<file path="src/hdl/tbfc_map.vh">
// Register offsets, field positions, reset values and timing constants for the
// transmit bit framing control block.
// Assumes a 32-bit APB master and byte addresses four times the register index.
// Functional notes
// - Receive alignment value gives bit position of the first received bit.
// - Transmitter sends only last-bits count bits of the final byte.
// - Last-bits zero sends whole byte; field self-clears after transmission ends.
// - Modulator input select: 00 low, 01 high, 10 coder, 11 reserved.
// - Full-depth keying bit forces 100 percent keying regardless of conductance.
// - Second-driver invert bit makes second output carry inverted carrier.
// - Second-driver steady-carrier bit gives continuous unmodulated second output.
// - Steady-carrier bit zero allows modulation on the second output.
// - Second RF enable on gives modulated carrier, off a constant level.
// - First RF enable on gives modulated carrier, off a constant level.
// - Six-bit carrier conductance field sets driver conductance.
// - Six-bit modulation conductance field sets conductance during modulation.
`ifndef TBFC_MAP_VH
`define TBFC_MAP_VH

// Register indices and byte addresses
`define TBFC_IDX_FRAME      8'h0F
`define TBFC_IDX_PINCTL     8'h11
`define TBFC_IDX_CWCOND     8'h12
`define TBFC_IDX_MODCOND    8'h13
`define TBFC_IDX_BITCOUNT   8'h20
`define TBFC_IDX_STATUS     8'h21
`define TBFC_ADDR_W         10
`define TBFC_IDX_LO         2

// Reset values
`define TBFC_RST_FRAME      8'h00
`define TBFC_RST_PINCTL     8'h48
`define TBFC_RST_CWCOND     8'h3F
`define TBFC_RST_MODCOND    8'h05

// Field positions
`define TBFC_ALIGN_HI       6
`define TBFC_ALIGN_LO       4
`define TBFC_LAST_HI        2
`define TBFC_LAST_LO        0
`define TBFC_FRAME_MASK     8'h77
`define TBFC_SRC_HI         6
`define TBFC_SRC_LO         5
`define TBFC_FORCE_BIT      4
`define TBFC_INV_BIT        3
`define TBFC_CW_BIT         2
`define TBFC_RF2_BIT        1
`define TBFC_RF1_BIT        0
`define TBFC_COND_HI        5
`define TBFC_COND_LO        0

// Modulator source codes
`define TBFC_SRC_LOW        2'h0
`define TBFC_SRC_HIGH       2'h1
`define TBFC_SRC_CODER      2'h2

// Carrier timing: 13.56 MHz carrier approximated by a phase accumulator
`define TBFC_CLK_HZ         100000000
`define TBFC_CARRIER_HZ     13560000
`define TBFC_PHASE_W        16
`define TBFC_PHASE_STEP     16'h22B6

`endif

</file>
<file path="src/hdl/tbfc_top.v">
// Transmit bit framing control: APB register bank and antenna driver control.
// Assumes an APB master on clk_i, coder data on the same clock, rx bit index
// from the receiver on the same clock.
`include "tbfc_map.vh"
`timescale 1ns/1ns
`default_nettype none
module tbfc_top (
	input  wire                   clk_i,
	input  wire                   srst_i,
	input  wire                   psel_i,
	input  wire                   penable_i,
	input  wire                   pwrite_i,
	input  wire [`TBFC_ADDR_W-1:0] paddr_i,
	input  wire [31:0]            pwdata_i,
	input  wire [3:0]             pstrb_i,
	output reg  [31:0]            prdata_o,
	output reg                    pready_o,
	output reg                    pslverr_o,
	input  wire                   coder_data_i,
	input  wire                   tx_byte_valid_i,
	input  wire                   tx_byte_last_i,
	input  wire                   tx_done_i,
	input  wire [3:0]             rx_bit_index_i,
	output reg  [2:0]             rx_bit_pos_o,
	output reg                    rx_byte_adv_o,
	output reg  [7:0]             tx_bit_mask_o,
	output reg  [3:0]             tx_bit_count_o,
	output reg                    antenna_drive_a_o,
	output reg                    antenna_drive_b_o,
	output reg  [5:0]             drive_conductance_o,
	output reg                    full_depth_o
);
	reg  [7:0] frame_ff;
	reg  [7:0] pinctl_ff;
	reg  [7:0] cwcond_ff;
	reg  [7:0] modcond_ff;
	reg  [7:0] nxt_frame;
	reg  [7:0] rd_byte;
	reg        mod_in;
	reg        mod_in_ff;
	reg        tx_active_ff;
	wire       carrier;
	wire [7:0] gate_mask;
	wire [3:0] gate_count;
	wire [7:0] reg_idx;
	wire       wr_acc;
	wire       rd_acc;
	wire [3:0] align_sum;

	// Register index decode, byte address is four times the index
	assign reg_idx = paddr_i[`TBFC_ADDR_W-1:`TBFC_IDX_LO];
	assign wr_acc  = psel_i & penable_i & pwrite_i;
	assign rd_acc  = psel_i & penable_i & ~pwrite_i;

	// Mapped-index check
	function is_mapped;
		input [7:0] idx;
		begin
			is_mapped = (idx == `TBFC_IDX_FRAME) || (idx == `TBFC_IDX_PINCTL) ||
				(idx == `TBFC_IDX_CWCOND) || (idx == `TBFC_IDX_MODCOND) ||
				(idx == `TBFC_IDX_BITCOUNT) || (idx == `TBFC_IDX_STATUS);
		end
	endfunction

	// Write hits a register at this index with low lane enabled
	function wr_hit;
		input [7:0] idx;
		input [7:0] want;
		input       acc;
		input       lane;
		begin
			wr_hit = acc & lane & (idx == want);
		end
	endfunction

	// Frame adjust next value; completion clear wins over a software write
	always @* begin
		nxt_frame = frame_ff;
		if (wr_hit(reg_idx, `TBFC_IDX_FRAME, wr_acc, pstrb_i[0]))
			nxt_frame = pwdata_i[7:0] & `TBFC_FRAME_MASK;
		if (tx_done_i)
			nxt_frame[`TBFC_LAST_HI:`TBFC_LAST_LO] = 3'h0;
	end

	// Register storage
	always @(posedge clk_i) begin
		if (srst_i) begin
			frame_ff   <= `TBFC_RST_FRAME;
			pinctl_ff  <= `TBFC_RST_PINCTL;
			cwcond_ff  <= `TBFC_RST_CWCOND;
			modcond_ff <= `TBFC_RST_MODCOND;
		end else begin
			frame_ff <= nxt_frame;
			if (wr_hit(reg_idx, `TBFC_IDX_PINCTL, wr_acc, pstrb_i[0]))
				pinctl_ff <= pwdata_i[7:0];
			if (wr_hit(reg_idx, `TBFC_IDX_CWCOND, wr_acc, pstrb_i[0]))
				cwcond_ff <= pwdata_i[7:0];
			if (wr_hit(reg_idx, `TBFC_IDX_MODCOND, wr_acc, pstrb_i[0]))
				modcond_ff <= pwdata_i[7:0];
		end
	end

	// Read mux
	always @* begin
		case (reg_idx)
			`TBFC_IDX_FRAME:    rd_byte = frame_ff & `TBFC_FRAME_MASK;
			`TBFC_IDX_PINCTL:   rd_byte = pinctl_ff;
			`TBFC_IDX_CWCOND:   rd_byte = cwcond_ff;
			`TBFC_IDX_MODCOND:  rd_byte = modcond_ff;
			`TBFC_IDX_BITCOUNT: rd_byte = {4'h0, tx_bit_count_o};
			`TBFC_IDX_STATUS:   rd_byte = {6'h00, full_depth_o, tx_active_ff};
			default:            rd_byte = 8'h00;
		endcase
	end

	// APB answer: no wait state, ready in first access cycle, error on unmapped
	always @(posedge clk_i) begin
		if (srst_i) begin
			pready_o  <= 1'b0;
			pslverr_o <= 1'b0;
			prdata_o  <= 32'h00000000;
		end else begin
			pready_o  <= psel_i & ~penable_i;
			pslverr_o <= psel_i & ~penable_i & ~is_mapped(reg_idx);
			if (psel_i & ~penable_i)
				prdata_o <= {24'h000000, rd_byte};
		end
	end

	// Transmission activity for status; a new byte wins over a same-cycle done
	always @(posedge clk_i) begin
		if (srst_i)
			tx_active_ff <= 1'b0;
		else if (tx_byte_valid_i)
			tx_active_ff <= 1'b1;
		else if (tx_done_i)
			tx_active_ff <= 1'b0;
	end

	// Receive bit placement: first bit at alignment offset, later bits upward
	assign align_sum = {1'b0, frame_ff[`TBFC_ALIGN_HI:`TBFC_ALIGN_LO]} + rx_bit_index_i;
	always @(posedge clk_i) begin
		if (srst_i) begin
			rx_bit_pos_o  <= 3'h0;
			rx_byte_adv_o <= 1'b0;
		end else begin
			rx_bit_pos_o  <= align_sum[2:0];
			rx_byte_adv_o <= align_sum[3];
		end
	end

	// Final byte gating
	tbfc_bit_gate u_gate (
		.clk_i        (clk_i),
		.srst_i       (srst_i),
		.byte_valid_i (tx_byte_valid_i),
		.byte_last_i  (tx_byte_last_i),
		.last_bits_i  (frame_ff[`TBFC_LAST_HI:`TBFC_LAST_LO]),
		.bit_mask_o   (gate_mask),
		.bit_count_o  (gate_count)
	);

	// Carrier source
	tbfc_carrier_gen u_carrier (
		.clk_i     (clk_i),
		.srst_i    (srst_i),
		.carrier_o (carrier)
	);

	// Modulator input select; reserved code holds low
	always @* begin
		case (pinctl_ff[`TBFC_SRC_HI:`TBFC_SRC_LO])
			`TBFC_SRC_LOW:   mod_in = 1'b0;
			`TBFC_SRC_HIGH:  mod_in = 1'b1;
			`TBFC_SRC_CODER: mod_in = coder_data_i;
			default:         mod_in = 1'b0;
		endcase
	end

	// Antenna drive outputs and conductance selection
	always @(posedge clk_i) begin
		if (srst_i) begin
			mod_in_ff           <= 1'b0;
			antenna_drive_a_o   <= 1'b0;
			antenna_drive_b_o   <= 1'b0;
			drive_conductance_o <= 6'h00;
			full_depth_o        <= 1'b0;
			tx_bit_mask_o       <= 8'h00;
			tx_bit_count_o      <= 4'h0;
		end else begin
			mod_in_ff      <= mod_in;
			tx_bit_mask_o  <= gate_mask;
			tx_bit_count_o <= gate_count;
			// Modulation active high: full depth blanks carrier
			full_depth_o <= mod_in_ff & pinctl_ff[`TBFC_FORCE_BIT];
			if (!pinctl_ff[`TBFC_RF1_BIT])
				antenna_drive_a_o <= 1'b0;
			else
				antenna_drive_a_o <= carrier &
					~(mod_in_ff & pinctl_ff[`TBFC_FORCE_BIT]);
			if (!pinctl_ff[`TBFC_RF2_BIT])
				antenna_drive_b_o <= 1'b0;
			else if (pinctl_ff[`TBFC_CW_BIT])
				antenna_drive_b_o <= carrier ^ pinctl_ff[`TBFC_INV_BIT];
			else
				antenna_drive_b_o <= (carrier ^ pinctl_ff[`TBFC_INV_BIT]) &
					~(mod_in_ff & pinctl_ff[`TBFC_FORCE_BIT]);
			// Conductance: modulation value while modulating, else carrier value
			if (mod_in_ff)
				drive_conductance_o <= modcond_ff[`TBFC_COND_HI:`TBFC_COND_LO];
			else
				drive_conductance_o <= cwcond_ff[`TBFC_COND_HI:`TBFC_COND_LO];
		end
	end
endmodule
`default_nettype wire

</file>
<file path="src/hdl/tbfc_carrier_gen.v">
// Carrier generator: phase accumulator producing a square-wave carrier level.
// Assumes one clock; output is a registered level at roughly 13.56 MHz average.
`include "tbfc_map.vh"
`timescale 1ns/1ns
`default_nettype none
module tbfc_carrier_gen (
	input  wire clk_i,
	input  wire srst_i,
	output reg  carrier_o
);
	reg [`TBFC_PHASE_W-1:0] phase_ff;

	// Accumulate phase; top bit is the carrier level
	always @(posedge clk_i) begin
		if (srst_i) begin
			phase_ff  <= 16'h0000;
			carrier_o <= 1'b0;
		end else begin
			phase_ff  <= phase_ff + `TBFC_PHASE_STEP;
			carrier_o <= phase_ff[`TBFC_PHASE_W-1];
		end
	end
endmodule
`default_nettype wire

</file>
<file path="src/hdl/tbfc_bit_gate.v">
// Final byte bit gate: marks which bits of a transmitted byte go out.
// Assumes the framer asks for one byte at a time, last flag from the coder.
`include "tbfc_map.vh"
`timescale 1ns/1ns
`default_nettype none
module tbfc_bit_gate (
	input  wire       clk_i,
	input  wire       srst_i,
	input  wire       byte_valid_i,
	input  wire       byte_last_i,
	input  wire [2:0] last_bits_i,
	output reg  [7:0] bit_mask_o,
	output reg  [3:0] bit_count_o
);
	// Count of bits to send for a byte
	function [3:0] bits_for;
		input       last;
		input [2:0] lb;
		begin
			if (last && (lb != 3'h0))
				bits_for = {1'b0, lb};
			else
				bits_for = 4'h8;
		end
	endfunction

	// Mask of low bits sent, registered
	always @(posedge clk_i) begin
		if (srst_i) begin
			bit_mask_o  <= 8'h00;
			bit_count_o <= 4'h0;
		end else if (byte_valid_i) begin
			bit_count_o <= bits_for(byte_last_i, last_bits_i);
			bit_mask_o  <= 8'hFF >> (4'h8 - bits_for(byte_last_i, last_bits_i));
		end
	end
endmodule
`default_nettype wire

</file>
<file path="config.mk">
export PLATFORM = sky130hd
export DESIGN_NAME = tbfc_top
export DESIGN_NICKNAME = d
export VERILOG_FILES = /design/src/hdl/tbfc_top.v /design/src/hdl/tbfc_carrier_gen.v /design/src/hdl/tbfc_bit_gate.v
export VERILOG_INCLUDE_DIRS = /design/src /design/src/hdl
export SDC_FILE = /design/constraint.sdc
export NUM_CORES = 1
export LEC_CHECK = 0
export CAP_MARGIN = 20
export CORE_MARGIN = 5
export CORE_UTILIZATION = 61
export DETAILED_ROUTE_END_ITERATION = 10
export DONT_BUFFER_PORTS = 1
export MAX_ROUTING_LAYER = met4
export PLACE_DENSITY = 0.77
export SYNTH_ARGS = -nofsm -noshare
export SYNTH_HDL_FRONTEND = slang
export SYNTH_HIERARCHICAL = 1
export SYNTH_SLANG_ARGS = --single-unit
export TNS_END_PERCENT = 20
</file>
<file path="constraint.sdc">
create_clock -name clk_i -period 4 [get_ports clk_i]
set_input_delay 0.4 -clock clk_i [delete_from_list [all_inputs] [get_ports clk_i]]
set_output_delay 0.4 -clock clk_i [all_outputs]
set_load 0.02 [all_outputs]
</file>
==> results list <==
- Count of placed standard cells including taps: slightly above 500
* Cell repeated most along the worst path: nor2b_1
* Antenna Violating Nets Remaining: 0
- Clock latency on the worst-skew pair, taken at its later pin, is 0.35 ns.
- Clock-pin slew was measured on the worst setup and hold paths at 0.09 ns.
- For flop-to-flop paths, the worst setup slack is about 2.3 ns.
- In the routed design, unresolved DRC markers number 0.
* Yosys reg bits: 95
- The tightest hold path in the finished design has a slack of approximately 0.12 ns.
- Number of clock sinks: 95
* Setup Total Neg Slack: 0 ns
* FF/Latch Area: 1900 um2
- Post-route minimum period: 1.67 ns
* Setup-violating endpoint count in the final report: 0
* Signed area change from the synthesized netlist to the final layout: 1.54%
- Grt ovf: 0
- The initial antenna violation count came to 0.
* Max Cap Viol: 0
- In this run, post-CTS repair resized a total of 0 instances.
* Kind of critical path: in -> reg
- Horiz. Die Dim: around 93 um
- The net count of the finished layout is 507.
- The critical path goes through nor2b_1, and4_1, nor2b_1, a211o_1.
- IO Pins: between 100 and 150
* Number of unique standard cell types used by synthesis: 66
- Floorplan core area: approximately 6800 um2
- TritonCTS built the clock tree.
* Leak: 1.63 nW
* Die area: a little under 9000 um2
- Setup repair after global routing left no endpoint under its margin.
* Vias after detailed routing: approximately 3100
- Sequential fraction of the synthesis area: 45.1%
* Global-route total usage across every layer: 20.8%
- Dividing the detail-routed via count by the number of cells gives 5.93.
* Most heavily used metal layer in global routing: met2
- STA classifies the critical path startpoint as a primary input.
- For this run, global-route usage on met3 was measured as 6.44%.
- Clk root buf: clkbuf_8
- After the first detailed-routing iteration, the DRC count stood at 183.
- In this run the worst path has a maximum fanout of 30.
- Count of placed standard cells in the final layout, fillers left out: about 520
- Timing would allow up to 600 MHz.
* Delay of the slowest critical-path stage: about 0.64 ns
- Leaving out fill and tap cells, the most frequent cell in the layout is dfxtp_1.
- Gate count of the mapped netlist: 455
* Worst slew margin relative to its limit: 59.2%
- Number of global-route vias before repair: 2882
- The design draws roughly 1.8 mW.
* Final weighted congestion of routability-driven global placement: ~0.87
* Data arrival at the endpoint of the critical path: approximately 1.9 ns
* First-pass GRT wire length: 14100 um
* Average wire length per cell after detail routing: 16.5 um
* Final worst-path cycle share: 41.6%
- WL final: 8630 um
- Standard cell with the maximum stage delay on the critical path: and4_1
- Endpoint required time on the critical path: ~4.2 ns
* Number of antenna cells inserted: 0
- HPWL reported at the end of detailed placement: roughly 6000 um
* Critical Path Sink Type: flop
* H-tree levels: 3
- Endpoints failing hold: 0
- IR analysis of the VDD net gives a maximum drop of 0.350 mV.
- During synthesis, Yosys emitted a total of 6 warnings.
- The clock arrives with 0.00691 ns of skew.
- Power density over cell area: 421 nW/um2
- Total area of multi-input combinational cells: 2060 um2
- Count of input and output buffers: 0
- Number of max-slew violations in the final report: 0
- Post-synth ARST share: 0%
* Result of the run: complete, no violations
- The longest clock path from root to sink contains 2 buffers.
- Inserted Clock Buffers: 9
- Num rows: 30
* Detailed Routing Iterations Pass 1: 4
- In this run the post-CTS setup repair buffer count came out at 0.
- For this run, global-route usage on met2 was measured as about a third.
* Fill count: around 580
- Syn avg cell area: ~9.3 um2
- Share of final-layout standard cells stronger than drive strength 1: between 7 and 8%
* Die height: 93.2 um
* Netlist area before placement: ~4200 um2
- Fraction of met1 tracks used by global routing: between 20% and 30%
- In this run, synthesis inferred 0 flip-flops with an integrated enable.
- Number of buffers added to fix hold violations after cts: 0
- The tightest min-delay check is of the in -> reg type.
- The library cells used most frequently in the layout, excluding fill and tap cells, are dfxtp_1, nor2_1, a21oi_1.
- For this run, the leading register cell type out of synthesis is dfxtp_1.
* Starting density of the core: between 60% and 70%
* Tightest Pin Transition: 0.612 ns
- Delay-heaviest family, CP: simple AND/OR/NAND/NOR gates
* Maximum number of pins on one net before global-route repair: 98
- Counting both buffers and inverters, the worst setup path holds a total of 0.
final cells by class:
class                   count  area share (%)
multi-input cells         321            48.0
flip-flops and latches     95            44.4
clock buffers              11            3.53
well taps                  80            2.34
inverters                  11           0.963
clock inverters             5           0.759
layer usage:
layer  vias up  wire length, um
met4         0              133
li1       1536                -
met1      1467             3450
met2        85             4450
met5         -                0
met3        14              600
worst paths after layout:
path                                           from                                end  cells past startpoint
setup / recovery                         paddr_i[3]          cwcond_ff[1]$_SDFFE_PP1P_                      4
hold / removal                               srst_i         rx_bit_pos_o[0]$_SDFF_PP0_                      1
hold reg to reg   u_gate/bit_mask_o[7]$_SDFFE_PP0P_  u_gate/bit_mask_o[7]$_SDFFE_PP0P_                      2
setup reg to reg   u_carrier/phase_ff[1]$_SDFF_PP0_  u_carrier/phase_ff[15]$_SDFF_PP0_                      6
synthesized netlist by cell type (all sizes together), types with 4 or more instances:
master    n  area [um2]
nand3    23         115
mux2i    14         140
nand2    20        77.6
a311oi    4        35.0
a21oi    29         145
o21ai    23         115
buf      35         244
a211o     6        52.6
nor3     11        60.1
inv      11        41.3
dfxtp    95        1900
nor2b    27         176
o2bb2ai   4        35.0
nor2     44         165
xnor2     5        43.8
nand2b    4        25.0
mux2     12         135
ha        9         113
a22o      6        52.6
a22oi     5        37.5
clkbuf   16        61.3
a211oi    5        37.5
kinds of logic after synthesis:
group,synth area share [%]
AOI/OAI and AO/OA,16.2
xor gates and xnor gates,1.84
adders and majority gates,3.14
buffers and inverters,8.21
DFF,45.1
muxes,6.52
other,0.0888
and+or+nand+nor,18.9
sequential cells by signal (all words and copies together), names as in the netlist, 8 cells and up:
signal / count
pinctl_ff: 8
modcond_ff: 8
u_carrier/phase_ff: 15
tx_bit_mask_o: 8
cwcond_ff: 8
prdata_o: 8
u_gate/bit_mask_o: 8
where the power goes:
| group | internal [mW] | leakage, nW | total (mW) | switching (mW) |
|---|---|---|---|---|
| registers | 0.996 | 0.779 | 1.07 | 0.0707 |
| clock network | 0.258 | 0.0873 | 0.572 | 0.314 |
| logic | 0.0767 | 0.760 | 0.164 | 0.0877 |
through the flow:
step / utilization [%] / worst slack (ns) / instance area (um2)
after floorplan: - / 2.35 / 4310
after global placement: 60.7 / 2.03 / 4100
after detailed placement: 60.7 / 1.99 / 4100
after CTS: 63.4 / 2.35 / 4290
after global routing: 63.4 / 2.19 / 4290
final: 63.4 / 2.33 / 4290
(Power assumes the default switching activity.)
